===== src/gpio_ports_map.svh =====
// register offsets, field widths and reset values of the dual io ports
`ifndef GPIO_PORTS_MAP_SVH
`define GPIO_PORTS_MAP_SVH
`define OFS_PORT_B_DIRECTION 12'h000
`define OFS_PORT_D_DIRECTION 12'h002
`define OFS_PORT_B_ATTRIBUTE 12'h004
`define OFS_PORT_D_ATTRIBUTE 12'h006
`define OFS_PORT_B_PIN_DATA  12'h008
`define OFS_PORT_D_PIN_DATA  12'h00A
// bus byte address, four times the register offset
`define ADDR_PORT_B_DIRECTION 12'h000
`define ADDR_PORT_D_DIRECTION 12'h008
`define ADDR_PORT_B_ATTRIBUTE 12'h010
`define ADDR_PORT_D_ATTRIBUTE 12'h018
`define ADDR_PORT_B_PIN_DATA  12'h020
`define ADDR_PORT_D_PIN_DATA  12'h028
`define PORT_PINS            6
`define REG_RESET            6'h00
`define AXI_RESP_OKAY        2'h0
`define AXI_RESP_SLVERR      2'h2
`endif


===== src/gpio_ports_pkg.sv =====
// types shared by the dual io ports
package gpio_ports_pkg;
  typedef struct packed {
    logic [5:0] o;
    logic [5:0] oe;
    logic [5:0] pull_up;
    logic [5:0] pull_down;
  } pin_drive_t;
  typedef struct packed {
    logic [5:0] dir;
    logic [5:0] att;
    logic [5:0] dat;
  } port_cfg_t;
endpackage : gpio_ports_pkg


===== src/dual_six_bit_io_ports.sv =====
// two six-bit io ports behind an axi4-lite slave
`timescale 1ns/100ps
`include "gpio_ports_map.svh"
module dual_six_bit_io_ports (
  // clock and reset
  input  wire logic                      aclk,
  input  wire logic                      aresetn,
  // axi4-lite write address
  input  wire logic [11:0]               s_axi_awaddr,
  input  wire logic                      s_axi_awvalid,
  output logic                           s_axi_awready,
  // axi4-lite write data
  input  wire logic [31:0]               s_axi_wdata,
  input  wire logic [3:0]                s_axi_wstrb,
  input  wire logic                      s_axi_wvalid,
  output logic                           s_axi_wready,
  // axi4-lite write response
  output logic [1:0]                     s_axi_bresp,
  output logic                           s_axi_bvalid,
  input  wire logic                      s_axi_bready,
  // axi4-lite read address
  input  wire logic [11:0]               s_axi_araddr,
  input  wire logic                      s_axi_arvalid,
  output logic                           s_axi_arready,
  // axi4-lite read data
  output logic [31:0]                    s_axi_rdata,
  output logic [1:0]                     s_axi_rresp,
  output logic                           s_axi_rvalid,
  input  wire logic                      s_axi_rready,
  // first port pins
  input  wire logic [5:0]                port_b_i,
  output gpio_ports_pkg::pin_drive_t     port_b_drv,
  // second port pins
  input  wire logic [5:0]                port_d_i,
  output gpio_ports_pkg::pin_drive_t     port_d_drv,
  // crystal sharing: high hands bits 1:0 of the second port to the oscillator
  input  wire logic                      crystal_enable,
  output logic                           crystal_select
);

  ////////////////////////////////////////////////////////////////////////////
  // configuration registers

  gpio_ports_pkg::port_cfg_t b_q;
  gpio_ports_pkg::port_cfg_t d_q;
  logic [11:0]               aw_q;
  logic                      aw_have_q;
  logic [31:0]               w_q;
  logic [3:0]                ws_q;
  logic                      w_have_q;
  logic [5:0]                b_s1_q;
  logic [5:0]                b_s2_q;
  logic [5:0]                d_s1_q;
  logic [5:0]                d_s2_q;
  logic                      x_s1_q;
  logic                      x_s2_q;
  logic                      do_wr;
  logic                      wr_hit;
  logic [5:0]                wr_sel;

  assign do_wr  = aw_have_q && w_have_q && !s_axi_bvalid;

  always_comb
  begin
    wr_sel = 6'h00;
    unique case (aw_q)
      `ADDR_PORT_B_DIRECTION: wr_sel = 6'h01;
      `ADDR_PORT_D_DIRECTION: wr_sel = 6'h02;
      `ADDR_PORT_B_ATTRIBUTE: wr_sel = 6'h04;
      `ADDR_PORT_D_ATTRIBUTE: wr_sel = 6'h08;
      `ADDR_PORT_B_PIN_DATA:  wr_sel = 6'h10;
      `ADDR_PORT_D_PIN_DATA:  wr_sel = 6'h20;
      default:                wr_sel = 6'h00;
    endcase
  end

  assign wr_hit = |wr_sel;

  always_ff @(posedge aclk)
  begin
    if (!aresetn)
    begin
      b_q <= {3{`REG_RESET}};
    end
    else if (do_wr && ws_q[0])
    begin
      if (wr_sel[0])
      begin
        b_q.dir <= w_q[5:0];
      end
      if (wr_sel[2])
      begin
        b_q.att <= w_q[5:0];
      end
      if (wr_sel[4])
      begin
        b_q.dat <= w_q[5:0];
      end
    end
  end

  always_ff @(posedge aclk)
  begin
    if (!aresetn)
    begin
      d_q <= {3{`REG_RESET}};
    end
    else if (do_wr && ws_q[0])
    begin
      if (wr_sel[1])
      begin
        d_q.dir <= w_q[5:0];
      end
      if (wr_sel[3])
      begin
        d_q.att <= w_q[5:0];
      end
      if (wr_sel[5])
      begin
        d_q.dat <= w_q[5:0];
      end
    end
  end

  ////////////////////////////////////////////////////////////////////////////
  // write channel

  always_ff @(posedge aclk)
  begin
    if (!aresetn)
    begin
      aw_have_q     <= 1'b0;
      aw_q          <= 12'h000;
      s_axi_awready <= 1'b0;
    end
    else
    begin
      s_axi_awready <= !aw_have_q && !s_axi_awready && s_axi_awvalid;
      if (do_wr)
      begin
        aw_have_q <= 1'b0;
      end
      else if (s_axi_awvalid && s_axi_awready)
      begin
        aw_q      <= s_axi_awaddr;
        aw_have_q <= 1'b1;
      end
    end
  end

  always_ff @(posedge aclk)
  begin
    if (!aresetn)
    begin
      w_have_q     <= 1'b0;
      w_q          <= 32'h0000_0000;
      ws_q         <= 4'h0;
      s_axi_wready <= 1'b0;
    end
    else
    begin
      s_axi_wready <= !w_have_q && !s_axi_wready && s_axi_wvalid;
      if (do_wr)
      begin
        w_have_q <= 1'b0;
      end
      else if (s_axi_wvalid && s_axi_wready)
      begin
        w_q      <= s_axi_wdata;
        ws_q     <= s_axi_wstrb;
        w_have_q <= 1'b1;
      end
    end
  end

  always_ff @(posedge aclk)
  begin
    if (!aresetn)
    begin
      s_axi_bvalid <= 1'b0;
      s_axi_bresp  <= `AXI_RESP_OKAY;
    end
    else if (do_wr)
    begin
      s_axi_bvalid <= 1'b1;
      s_axi_bresp  <= wr_hit ? `AXI_RESP_OKAY : `AXI_RESP_SLVERR;
    end
    else if (s_axi_bvalid && s_axi_bready)
    begin
      s_axi_bvalid <= 1'b0;
    end
  end

  ////////////////////////////////////////////////////////////////////////////
  // pin synchronisers

  always_ff @(posedge aclk)
  begin
    if (!aresetn)
    begin
      b_s1_q <= 6'h00;
      b_s2_q <= 6'h00;
      d_s1_q <= 6'h00;
      d_s2_q <= 6'h00;
      x_s1_q <= 1'b0;
      x_s2_q <= 1'b0;
    end
    else
    begin
      b_s1_q <= port_b_i;
      b_s2_q <= b_s1_q;
      d_s1_q <= port_d_i;
      d_s2_q <= d_s1_q;
      x_s1_q <= crystal_enable;
      x_s2_q <= x_s1_q;
    end
  end

  ////////////////////////////////////////////////////////////////////////////
  // read channel

  always_ff @(posedge aclk)
  begin
    if (!aresetn)
    begin
      s_axi_arready <= 1'b0;
    end
    else
    begin
      s_axi_arready <= !s_axi_arready && !s_axi_rvalid && s_axi_arvalid;
    end
  end

  always_ff @(posedge aclk)
  begin
    if (!aresetn)
    begin
      s_axi_rvalid <= 1'b0;
      s_axi_rdata  <= 32'h0000_0000;
      s_axi_rresp  <= `AXI_RESP_OKAY;
    end
    else if (s_axi_arvalid && s_axi_arready)
    begin
      s_axi_rvalid <= 1'b1;
      s_axi_rresp  <= `AXI_RESP_OKAY;
      unique case (s_axi_araddr)
        `ADDR_PORT_B_DIRECTION: s_axi_rdata <= {26'h0, b_q.dir};
        `ADDR_PORT_D_DIRECTION: s_axi_rdata <= {26'h0, d_q.dir};
        `ADDR_PORT_B_ATTRIBUTE: s_axi_rdata <= {26'h0, b_q.att};
        `ADDR_PORT_D_ATTRIBUTE: s_axi_rdata <= {26'h0, d_q.att};
        `ADDR_PORT_B_PIN_DATA:  s_axi_rdata <= {26'h0, b_s2_q};
        `ADDR_PORT_D_PIN_DATA:  s_axi_rdata <= {26'h0, d_s2_q};
        default:
        begin
          s_axi_rdata <= 32'h0000_0000;
          s_axi_rresp <= `AXI_RESP_SLVERR;
        end
      endcase
    end
    else if (s_axi_rvalid && s_axi_rready)
    begin
      s_axi_rvalid <= 1'b0;
    end
  end

  ////////////////////////////////////////////////////////////////////////////
  // pin drive

  always_ff @(posedge aclk)
  begin
    if (!aresetn)
    begin
      port_b_drv     <= '0;
      port_d_drv     <= '0;
      crystal_select <= 1'b0;
    end
    else
    begin
      crystal_select       <= x_s2_q;
      port_b_drv.oe        <= b_q.dir;
      port_b_drv.o         <= b_q.dat ^ b_q.att;
      port_b_drv.pull_up   <= ~b_q.dir & b_q.dat & b_q.att;
      port_b_drv.pull_down <= ~b_q.dir & b_q.dat & ~b_q.att;
      port_d_drv.oe        <= d_q.dir;
      port_d_drv.o         <= d_q.dat ^ d_q.att;
      port_d_drv.pull_up   <= ~d_q.dir & d_q.dat & d_q.att;
      port_d_drv.pull_down <= ~d_q.dir & d_q.dat & ~d_q.att;
      if (x_s2_q)
      begin
        port_d_drv.oe[1:0]        <= 2'h0;
        port_d_drv.pull_up[1:0]   <= 2'h0;
        port_d_drv.pull_down[1:0] <= 2'h0;
      end
    end
  end

endmodule : dual_six_bit_io_ports


===== config.mk =====
export PLATFORM = sky130hd
export DESIGN_NAME = dual_six_bit_io_ports
export DESIGN_NICKNAME = d
export VERILOG_FILES = /design/src/gpio_ports_pkg.sv /design/src/dual_six_bit_io_ports.sv
export VERILOG_INCLUDE_DIRS = /design/src /design/src/src
export SDC_FILE = /design/constraint.sdc
export NUM_CORES = 1
export LEC_CHECK = 0
export ABC_AREA = 1
export BUFFER_PORTS_ARGS = -buffer_cell sky130_fd_sc_hd__buf_2
export CAP_MARGIN = 5
export CELL_PAD_IN_SITES_DETAIL_PLACEMENT = 1
export CELL_PAD_IN_SITES_GLOBAL_PLACEMENT = 2
export CORE_ASPECT_RATIO = 0.9
export CORE_UTILIZATION = 30
export CTS_CLUSTER_DIAMETER = 30
export DETAILED_ROUTE_END_ITERATION = 8
export PLACE_DENSITY = 0.9
export SYNTH_ARGS = -nofsm -noshare
export SYNTH_HDL_FRONTEND = slang
export SYNTH_SLANG_ARGS = --single-unit

===== constraint.sdc =====
create_clock -name aclk -period 3.26 [get_ports aclk]
set_clock_uncertainty 0.1 [all_clocks]
set_input_delay 0.489 -clock aclk [delete_from_list [all_inputs] [get_ports aclk]]
set_output_delay 0.489 -clock aclk [all_outputs]
set_load 0.01 [all_outputs]

# ---- Word-level counts from Yosys, hierarchy flattened
# Index checks and enable logic that the tools add are counted.
dict set report totals {
  elab_cells 106
  regBits 173
  out_inout_bits 90
  inputBits 80
}
dict set report op_classes {
  bitwise_logic 14
  eq_ne 10
  reduce_logical 37
  n_mux 8
}
# operator n
set ops {}
lappend ops {{6-bit one-hot mux with 6 select lines} 2}
lappend ops {{12-bit by 5-bit equality test with 1-bit output, second input constant} 4}
lappend ops {{12-bit by 6-bit equality test with 1-bit output, second input constant} 4}
lappend ops {{6-bit AND} 6}
lappend ops {{12-bit by 4-bit equality test with 1-bit output, second input constant} 2}
lappend ops {{12-bit zero test} 2}
lappend ops {{6-bit NOT} 4}
lappend ops {{2-bit AND reduction} 8}
lappend ops {{1-bit logical AND} 14}
lappend ops {{6-bit OR reduction} 2}
lappend ops {{6-bit bitwise XOR} 2}
lappend ops {{1-bit zero test} 7}
lappend ops {{1-bit two-way mux} 4}
lappend ops {{2-bit two-way mux} 2}
lappend ops {{2-bit nonzero test} 2}
lappend ops {{2-bit OR reduction} 2}
lappend ops {{1-bit NOT} 2}

# ---- Depth between registers and ports, before layout
# Gate-level depths: netlist (run 1).
dict set report depth {
  word_depth 4
  mapped_depth 9
  mapped_depth_nobuf 9
}

# ---- Worst setup path before layout (run 1)
# Ideal clock, no wire load.
dict set report synth_timing {
  kind {input port to flip-flop}
  startpoint {input port s_axi_araddr[7]}
  endpoint {register s_axi_rdata[0]}
  arrival_time_ns 1.349
  required_time_ns 3.090
  stages 7
  setup_slack_ns 1.741
  n_path_buf 1
  setup_time_ns 0.070
  path_cell_list {or2_4 nor2_2 buf_4 nand3_1 nand2_1 nor2_1 a21oi_1}
}
dict set report synth_between {
  elab_chain_cells 2
  elab_cells_between_ends 7
  classes_between {eq/ne: 5; mux: 1; reduce/logical: 1}
}
# element line_no
set synth_rtl {}
lappend synth_rtl {{start: declaration} dual_six_bit_io_ports.sv:22} ;# input wire logic [11:0] s_axi_araddr,
lappend synth_rtl {{12-bit by 6-bit equality test with 1-bit output, or another cell as far along} dual_six_bit_io_ports.sv:246} ;# unique case (s_axi_araddr)
lappend synth_rtl {{6-bit one-hot mux with 6 select lines *} dual_six_bit_io_ports.sv:246}
lappend synth_rtl {{end signal: assignment} dual_six_bit_io_ports.sv:247} ;# `ADDR_PORT_B_DIRECTION: s_axi_rdata <= {26'h0, b_q.dir};
lappend synth_rtl {{end signal: assignment} dual_six_bit_io_ports.sv:248} ;# `ADDR_PORT_D_DIRECTION: s_axi_rdata <= {26'h0, d_q.dir};
lappend synth_rtl {{end signal: assignment} dual_six_bit_io_ports.sv:249} ;# `ADDR_PORT_B_ATTRIBUTE: s_axi_rdata <= {26'h0, b_q.att};
lappend synth_rtl {{end: declaration} dual_six_bit_io_ports.sv:26} ;# output logic [31:0] s_axi_rdata,
# Mark *: on every way between the ends. The rest lies on a longest branch, timed or not.
# A chain may end at the register's enable or synchronous reset.

# ---- Worst setup path in the final report (run 1)
dict set report layout_timing {
  startpoint {register w_have_q}
  endpoint {register aw_q[10]}
}
dict set report layout_between {
  elab_chain_cells 4
}
# element line_no
set layout_rtl {}
lappend layout_rtl {{start: declaration} dual_six_bit_io_ports.sv:50} ;# logic w_have_q;
lappend layout_rtl {{start signal: assignment} dual_six_bit_io_ports.sv:155} ;# w_have_q <= 1'b0;
lappend layout_rtl {{start signal: assignment} dual_six_bit_io_ports.sv:165} ;# w_have_q <= 1'b0;
lappend layout_rtl {{start signal: assignment} dual_six_bit_io_ports.sv:171} ;# w_have_q <= 1'b1;
lappend layout_rtl {{1-bit logical AND (2 in a row)} dual_six_bit_io_ports.sv:61} ;# assign do_wr = aw_have_q && w_have_q && !s_axi_bvalid;
lappend layout_rtl {{1-bit NOT (no source line)} --}
lappend layout_rtl {{2-bit AND reduction (no source line)} --}
lappend layout_rtl {{end signal: assignment} dual_six_bit_io_ports.sv:145} ;# aw_q <= s_axi_awaddr;
lappend layout_rtl {{end: declaration} dual_six_bit_io_ports.sv:46} ;# logic [11:0] aw_q;
# Every way passes these cells.

==> impl_metrics.tcl, run 1 <==
set metrics [dict create \
    status "complete, no violations" \
    grt_pass1_vias 4146 \
    antenna_cells 0 \
    drive_gt1_frac 0.2068 \
    drt_pass1_iterations 4 \
    startpoint_type "register" \
    nNetsFinal 862 \
    max-vdd-ir-drop_mv 0.4055 \
    detailroute.via_count 4443 \
    hpwlAfterDp_um 9929 \
    setup_viol 0 \
    hold_path.class "in -> reg" \
    crit_end "aw_q[10]" \
    track_usage 0.1543 \
    finish.utilization 0.3748 \
    synth_edf_count 0 \
    fin_crit_ns 1.749 \
    start_util 0.3079 \
    end_kind "register" \
    fillers 2221 \
    cts_sinks 145 \
    cts.path.max_buffers 2 \
    synth_top_flop_cell "dfxtp_1" \
    cts_setup_buffers 0 \
    place_inst 1003 \
    yosysWarnings 0 \
    fin_cells 1033 \
    ant_nets 0 \
    power_density_mw_per_mm2 584.0 \
    post-route-drc-count 0 \
    htree_levels 4 \
    grt_pass1_wl_um 21620 \
    maxCapViolCount 0 \
    io_buffer_count 112 \
    setup_tns_ns 0 \
    synth_cell_types 26 \
    cts_hold_buf 0 \
    cts_resized 0 \
    finalHoldViolCount 0 \
    viasPerCell 4.301 \
    report.final.slew_viol_count 0 \
    place_congestion 0.7062 \
    io_pins 170 \
    critical_path_class "reg -> reg" \
    reg2reg_to "aw_q[10]" \
    wl_per_cell_um 13.37 \
    relSlewSlack 0.5566 \
    synthArstFlopShare 0 \
    startpoint "w_have_q" \
    clock_latency_ns 0.42 \
    r2r_cells 7 \
    tritoncts "yes" \
    fin_crit_sh 0.5365 \
    critPathRequiredTime_ns 3.47 \
    synth_area_mm2 0.005440 \
    critPathMaxFanout 18 \
    cellLeakagePower_uw 0.003169 \
    multi_input_area_mm2 0.001951 \
    rr_startpoint "w_have_q" \
    seqCellArea_mm2 0.002903 \
    die_x_um 143.9 \
    tightest_slew_ns 0.6644 \
    areaGrowthSynthToFinish_pct 21.73 \
    fin_total_pwr_uw 3867 \
    grt_max_degree 52 \
    die_height_um 129.8 \
    clock.fmax_ghz 0.5717 \
    rows 46 \
    r2r_slack_ns 1.51 \
    grt_overflow_total 0 \
    ys_seq_area_frac 0.5336 \
    synth_seq_cells 145 \
    clk_pin_slew_worst_paths_ns 0.06 \
    first_iter_violations 211 \
    antenna_found_initial 0 \
    routed_wl_um 13810 \
    coreArea_mm2 0.01767 \
    die_area_mm2 0.01868 \
    syn_avg_cell_area_um2 8.060 \
    numCtsBuffers 17 \
    root_buffer "clkbuf_16" \
    rsz0062_at_grt "no" \
    synth_cells 675 \
    cp.arrival_ns 1.96 \
]
## critical path: stages (launching register included)
cell     delay (ns)
dfxtp_1        0.36
nand2_1        0.07
nor2_2         0.12
inv_2          0.11
nand3_1        0.41
inv_1          0.26
nor2_1         0.14
nor2_1         0.06
## power by group
group,switching (uW),internal [uW],total (uW)
sequential,23.8,1810,1830
combinational,129,64.0,193
clock,738,1100,1840
## synthesized netlist by cell type, types with 2 or more instances
| master | instances | area share |
|---|---|---|
| clkbuf_1 | 10 | 0.0069 |
| nand3_4 | 2 | 0.0064 |
| o21ai_0 | 63 | 0.058 |
| nor2_1 | 82 | 0.057 |
| nand3_1 | 47 | 0.043 |
| nor4_1 | 4 | 0.0046 |
| buf_6 | 5 | 0.010 |
| dfxtp_1 | 145 | 0.53 |
| nor2_2 | 7 | 0.0080 |
| inv_1 | 85 | 0.059 |
| nor2_4 | 2 | 0.0041 |
| buf_1 | 3 | 0.0021 |
| a21oi_2 | 2 | 0.0032 |
| buf_2 | 7 | 0.0064 |
| a21oi_1 | 47 | 0.043 |
| nor3_1 | 15 | 0.014 |
| nand3_2 | 3 | 0.0055 |
| buf_4 | 30 | 0.041 |
| nand2_1 | 98 | 0.068 |
| o21a_1 | 12 | 0.017 |
## cells in the final DEF, fill, tap and decap left out
cell          n
a21oi_1      47
a21oi_2       2
buf_2       112
buf_4         4
bufinv_16     1
clkbuf_1      2
clkbuf_16    17
clkbuf_8      3
clkinv_2      2
clkinv_4      2
clkinvlp_4    2
conb_1       28
dfxtp_1     145
inv_1        85
inv_2         1
inv_6         1
nand2_1      98
nand3_1      47
nand3_2       3
nand3_4       2
nor2_1       82
nor2_2        7
nor2_4        2
nor2_8        1
nor3_1       15
nor3_2        1
nor4_1        4
o21a_1       12
o21ai_0      63
or2_1         1
or2_4         1
## cell type report
class | count | share of cell area
clock buffer | 22 | 0.07160
tap | 240 | 0.04534
multi-input combinational | 416 | 0.2945
inverter | 86 | 0.04874
sequential | 145 | 0.4383
clock inverter | 8 | 0.01228
timing repair buffer | 116 | 0.08917
## cell families (layout without fill, tap and decap cells)
| family | Yosys count | in the layout | synth area share |
|---|---|---|---|
| simple gates | 264 | 264 | 0.2183 |
| flops | 145 | 145 | 0.5336 |
| buf+inv | 141 | 232 | 0.1265 |
| compound gates | 124 | 124 | 0.1210 |
| other cells | 1 | 28 | 0.0006893 |
## per-layer routing
| metal | track usage | vias to the layer above | wire (um) |
|---|---|---|---|
| met1 | 0.2041 | 2056 | 6766 |
| met3 | 0.04330 | 9 | 494 |
| met5 | 0 | - | 0 |
| li1 | - | 2292 | - |
| met2 | 0.2430 | 86 | 6396 |
| met4 | 0.04881 | 0 | 157 |
## worst min path at each step
stage / startpoint / depth (start not counted) / slack (ns) / endpoint
after floorplan: b_s1_q[0] / 2 / 0.29 / b_s2_q[0]
after global placement: b_s1_q[4] / 2 / 0.30 / b_s2_q[4]
after detailed placement: b_s1_q[0] / 2 / 0.30 / b_s2_q[0]
after CTS: port_b_i[1] / 3 / 0.14 / b_s1_q[1]
after global routing: port_b_i[1] / 3 / 0.14 / b_s1_q[1]
final: port_d_i[3] / 3 / 0.15 / d_s1_q[3]
## stage by stage
step | hold WS [ns] | worst slack, ns | area, um^2
finish | 0.1526 | 1.511 | 6623
global route | 0.1404 | 1.305 | 6623
CTS | 0.1362 | 1.465 | 6623
detailed placement | 0.3008 | 1.188 | 6067
global placement | 0.2981 | 1.220 | 6067
floorplan | 0.2905 | 1.741 | 5542
## registers in the layout, indices dropped and copies added, names as in the netlist, 12 cells and up
name        cells
port_b_drv     24
port_d_drv     24
b_q            18
d_q            18
aw_q           12
Power figures use the tool's default switching activity.
==> inputs of run 2 (changes only) <==
- CORE_UTILIZATION: 30 -> 26
- PLACE_DENSITY: 0.9 -> 0.83
- clock period: 3.26 -> 1.5 ns (I/O delays scaled with it)
==> run 2 against run 1 <==
  * The run now ends with setup timing left
  * Clock-buffer cell count down 5
  * Via count up 9.9%
  * Register-to-register slack worse by 1.5 ns
  * Wire length increased by 18%
  * Worst hold slack worse by 0.14 ns
  * Global-route usage shrank 0.42 points
  * Clock power is 140% higher
  * Cell count is 9.3% higher
  * Critical path type unchanged
  * Critical endpoint is now b_q[1]
  * Largest cell class unchanged
==> impl_metrics.tcl, run 2 (synthesis results as in run 1) <==
set metrics [dict create \
    p_clk_frac 0.489 \
    areaGrowthSynthToFinish_pct 42.13 \
    report.final.slew_viol_count 0 \
    coreArea_mm2 0.02023 \
    grt_pass1_vias 4745 \
    rows 49 \
    track_usage 0.1501 \
    worst_slack_ns -0.002303 \
    place_congestion 0.7277 \
    wl_per_cell_um 14.42 \
    r2r_cells 7 \
    critPathMaxFanout 7 \
    io_buffer_count 112 \
    comb_power_share 0.077 \
    clock_latency_ns 0.43 \
    io_pins 170 \
    violations "setup timing" \
    hpwlAfterDp_um 10850 \
    rr_startpoint "aw_q[9]" \
    grt_max_degree 60 \
    finalHoldViolCount 0 \
    fin_crit_sh 1.002 \
    fillers 2426 \
    min_to "w_q[2]" \
    cts_sinks 145 \
    die_height_um 139.2 \
    tritoncts "yes" \
    start_util 0.2689 \
    hp-start "s_axi_wdata[2]" \
    reg2reg_to "b_q[1]" \
    root_buffer "clkbuf_16" \
    mostFrequentLayoutCell "dfxtp_1" \
    intPower_uw 6920 \
    seqPwrFrac 0.434 \
    htree_levels 4 \
    top_regs "port_b_drv (24), port_d_drv (24)" \
    numCtsBuffers 17 \
    worstHoldPathCells 3 \
    critical_path_class "reg -> reg" \
    place_inst 1048 \
    cellLeakagePower_uw 0.003602 \
    post-route-drc-count 0 \
    power.switching_uw 2264 \
    antenna_cells 0 \
    cp.arrival_ns 1.72 \
    power_density_mw_per_mm2 1188 \
    antenna_found_initial 0 \
    grt_overflow_total 0 \
    viasPerCell 4.327 \
    fin_crit_ns 1.502 \
    max-vdd-ir-drop_mv 0.6361 \
    maxCapViolCount 0 \
    r2r_slack_ns -0.002 \
    routed_wl_um 16280 \
    end_kind "register" \
    rsz0062_at_grt "yes" \
    setup_tns_ns -0.003114 \
    startpoint_type "register" \
    hold_path.class "in -> reg" \
    holdWs_ns 0.01287 \
    die_x_um 154.5 \
    fin_cells 1129 \
    clock.fmax_ghz 0.6656 \
    clk_pin_slew_worst_paths_ns 0.07 \
    detailroute.via_count 4885 \
    setup_viol 2 \
    p_sw_frac 0.2465 \
    drt_pass1_iterations 5 \
    first_iter_violations 211 \
    critPathRequiredTime_ns 1.72 \
    status "finished with violations" \
    drive_gt1_frac 0.2757 \
    grt_pass1_wl_um 24990 \
    ant_nets 0 \
    die_area_mm2 0.02151 \
    final_cell_mix "140 x dfxtp_1, 112 x buf_2, 94 x nand2_1" \
    nNetsFinal 941 \
    cts.path.max_buffers 2 \
]
==> run 2: changes by cell type in the layout (fill, tap and decap cells not counted), moves of 6 or more <==
cell	previous run	this run
buf_4	4	28
a21oi_2	2	8
o21ai_0	63	49
nand3_4	2	10
o21ai_1	0	12
a21oi_1	47	41
buf_12	0	10
dlygate4sd3_1	0	34
==> run 2: layout make-up <==
type | count | area [um^2] | area share
Tap cell | 255 | 319.1 | 0.04126
Clock buffer | 17 | 425.4 | 0.05502
Timing Repair Buffer | 190 | 1383 | 0.1788
Sequential cell | 145 | 2909 | 0.3762
Multi-Input combinational cell | 421 | 2172 | 0.2809
Inverter | 86 | 327.8 | 0.04239
Clock inverter | 15 | 196.4 | 0.02540
==> run 2: power groups by stage <==
stage	logic [uW]	registers (uW)	clock network [uW]
4_1_cts	590	3980	4570
5_1_grt	773	4000	4780
3_5_place_dp	480	4070	0
6_report	706	3990	4490
3_3_place_gp	473	4070	0
2_1_floorplan	325	4060	0
==> run 2: worst max path at each step <==
stage / slack [ns] / start / depth (start not counted) / end
final: -0.002 / aw_q[9] / 7 / b_q[1]
after global placement: -0.05 / aw_q[8] / 7 / d_q[4]
after detailed placement: -0.03 / w_have_q / 8 / w_q[4]
after global routing: -0.09 / aw_q[10] / 7 / d_q[1]
after CTS: -0.04 / aw_q[8] / 7 / d_q[10]
after floorplan: 0.11 / aw_q[10] / 7 / d_q[1]
==> run 2: timing repair <==
item | in CTS | in global routing
hold buffers | 33 | 1
gates cloned | 1 | 4
resized for setup | 9 | 58
pin swaps | 2 | 9
setup buffers | 1 | 9
endpoints found under the setup margin | 36 | 45
endpoints found under the hold margin | 35 | 1
==> run 2: routing by layer <==
layer / wire (um) / track usage / vias to the layer above / share of wire
met3: 647 / 0.03675 / 8 / 0.040
met1: 7522 / 0.1915 / 2302 / 0.46
met2: 7966 / 0.2489 / 104 / 0.49
li1: - / - / 2471 / -
met4: 147 / 0.04638 / 0 / 0.0090
met5: 0 / 0 / - / 0
==> run 2: critical path, cell delays in order (launching register included) <==
cell and delay [ns]:
dfxtp_2 0.33, nor2_2 0.13, nand2_2 0.11, nor2_4 0.14
buf_12 0.15, buf_6 0.11, nand3_4 0.10, o21a_1 0.20
==> run 2: per-stage QoR <==
step           power (uW)  cell area (um^2)    util  setup WS [ns]
2_1_floorplan        4381              5542       -         0.1150
3_3_place_gp         4540              6386  0.3156       -0.05045
3_5_place_dp         4549              6386  0.3156       -0.03322
4_1_cts              9147              7407  0.3661       -0.04288
5_1_grt              9551              7732  0.3822       -0.08669
6_report             9184              7732  0.3822      -0.002303
==> inputs of run 3 (changes only) <==
--- a/config.mk
+++ b/config.mk
@@ -17,2 +17,3 @@
 export DETAILED_ROUTE_END_ITERATION = 8
+export HOLD_SLACK_MARGIN = 0.08
 export PLACE_DENSITY = 0.83
==> constraint.sdc (replaced) <==
create_clock -name aclk -period 1.5 [get_ports aclk]
set_clock_uncertainty 0.1 [all_clocks]
set_input_delay 0.15 -clock aclk [delete_from_list [all_inputs] [get_ports aclk]]
set_output_delay 0.15 -clock aclk [all_outputs]
set_load 0.01 [all_outputs]
==> run 3 against run 2 <==
  * The run still ends with setup timing left
  * Register-to-register slack got worse by 0.02 ns
  * Global-route usage down 0.41 points
  * Via count up 0.20%
  * Sequential share of layout area up 0.22 points
  * Sequential power about the same
  * Critical endpoint is now d_q[2]
  * Largest cell class unchanged
  * Largest power group unchanged
==> impl_metrics.tcl, run 3 (synthesis results as in run 1) <==
set metrics [dict create \
    holdWs_ns 0.09627 \
    slowest_delay_ns 0.33 \
    critical_path_class "reg -> reg" \
    wl_per_cell_um 14.09 \
    viasPerCell 4.328 \
    clock_latency_ns 0.43 \
    rows 49 \
    grt_pass1_wl_um 24250 \
    path_delay_family "simple AND/OR/NAND/NOR gates" \
    io_pins 170 \
    areaGrowthSynthToFinish_pct 41.26 \
    ant_nets 0 \
    fillers 2416 \
    antenna_cells 0 \
    drive_gt1_frac 0.2831 \
    cts.path.max_buffers 2 \
    numCtsBuffers 17 \
    place_ws_ns -0.04842 \
    critPathRequiredTime_ns 1.76 \
    slowest_stage "dfxtp_2" \
    crit_buf_inv 3 \
    clock.fmax_ghz 0.6552 \
    track_usage 0.1459 \
    power_density_mw_per_mm2 1168 \
    setup_viol 2 \
    max-vdd-ir-drop_mv 0.7287 \
    routed_wl_um 15940 \
    grt_pass1_vias 4701 \
    violations "setup timing" \
    top_regs "port_b_drv (24), port_d_drv (24)" \
    die_height_um 139.2 \
    drt_pass1_iterations 4 \
    worst_slack_ns -0.02620 \
    fin_cells 1131 \
    wl_met3_um 645 \
    hold_path.class "in -> reg" \
    seqCellArea_mm2 0.002908 \
    die_x_um 154.5 \
    cts_sinks 145 \
    antenna_found_initial 0 \
    maxCapViolCount 0 \
    wl_met1_um 7374 \
    place_inst 1046 \
    start_util 0.2689 \
    multi_input_area_mm2 0.002206 \
    tritoncts "yes" \
    routed.top_layer "met4" \
    fin_crit_ns 1.526 \
    clk_pin_slew_worst_paths_ns 0.06 \
    die_area_mm2 0.02151 \
    io_buffer_count 112 \
    finalHoldViolCount 0 \
    nNetsFinal 943 \
    htree_levels 4 \
    final_cell_mix "141 x dfxtp_1, 112 x buf_2, 94 x nand2_1" \
    crit_path_cell_trace "nand2_2 -> nor2_4 -> inv_4 -> nor2_8 -> buf_12 -> nand3_4 -> buf_4 -> a21oi_1" \
    rsz0062_at_grt "yes" \
    root_buffer "clkbuf_16" \
    cellLeakagePower_uw 0.003575 \
    report.final.slew_viol_count 0 \
    hpwlAfterDp_um 10740 \
    critPathMaxFanout 7 \
    fin_total_pwr_uw 8977 \
    fin_crit_sh 1.017 \
    status "finished with violations" \
    cp.arrival_ns 1.79 \
    startpoint_type "register" \
    grt_max_degree 35 \
    post-route-drc-count 0 \
    detailroute.via_count 4895 \
    grt_overflow_total 0 \
    end_kind "register" \
    coreArea_mm2 0.02023 \
    first_iter_violations 208 \
    routed-wl-met2_um 7686 \
    place_congestion 0.7309 \
    mostFrequentLayoutCell "dfxtp_1" \
    finish.utilization 0.3798 \
]
==> run 3: layout make-up <==
class | instances | area share
flip-flops and latches | 145 | 0.3784
clock inverters | 13 | 0.02100
well taps | 255 | 0.04152
clock buffers | 19 | 0.05633
multi-input cells | 422 | 0.2870
repair buffers | 191 | 0.1734
inverters | 86 | 0.04233
==> run 3: power by group <==
part           total (uW)  internal, uW  switching (uW)
Sequential           3990          3930            59.3
Clock                4320          2620            1700
Combinational         672           300             372
Total                8980          6850            2130
==> run 3: path summary, 6_finish.rpt <==
kind	from	endpoint	slack (ns)	cells past startpoint
worst max-delay path	aw_have_q	d_q[2]	-0.03	8
worst min-delay path	aresetn	d_s2_q[2]	0.1	4
worst max register to register	aw_have_q	d_q[2]	-0.03	8
worst min register to register	b_s1_q[2]	b_s2_q[2]	0.31	2
==> run 3: timing repair <==
action                     in CTS  in global routing
buffers inserted                0                 10
setup endpoints to repair      42                 45
hold buffers                   37                  0
pin swaps                       0                 16
gates cloned                    0                  6
gates resized for setup         4                 73
hold endpoints to repair       40                  0
==> run 3: metrics by stage <==
| step | cell area, um^2 | TNS [ns] |
|---|---|---|
| after global placement | 6346 | -0.03952 |
| after detailed placement | 6346 | -0.9067 |
| final | 7685 | -0.02737 |
| after floorplan | 5542 | 0 |
| after CTS | 7328 | -0.8883 |
| after global routing | 7685 | -2.157 |
==> run 3: metal layers <==
metal / vias up / global-route usage
met2: 95 / 0.2343
met3: 22 / 0.04111
met5: - / 0
li1: 2479 / -
met1: 2299 / 0.1854
met4: 0 / 0.05524
==> run 3: worst reg2reg max path: stages (launching register included) <==
cell     delay (ns)
dfxtp_2        0.33
nand2_2        0.06
nor2_4         0.11
inv_4          0.08
nor2_8         0.26
buf_12         0.16
nand3_4        0.10
buf_4          0.14
a21oi_1        0.12
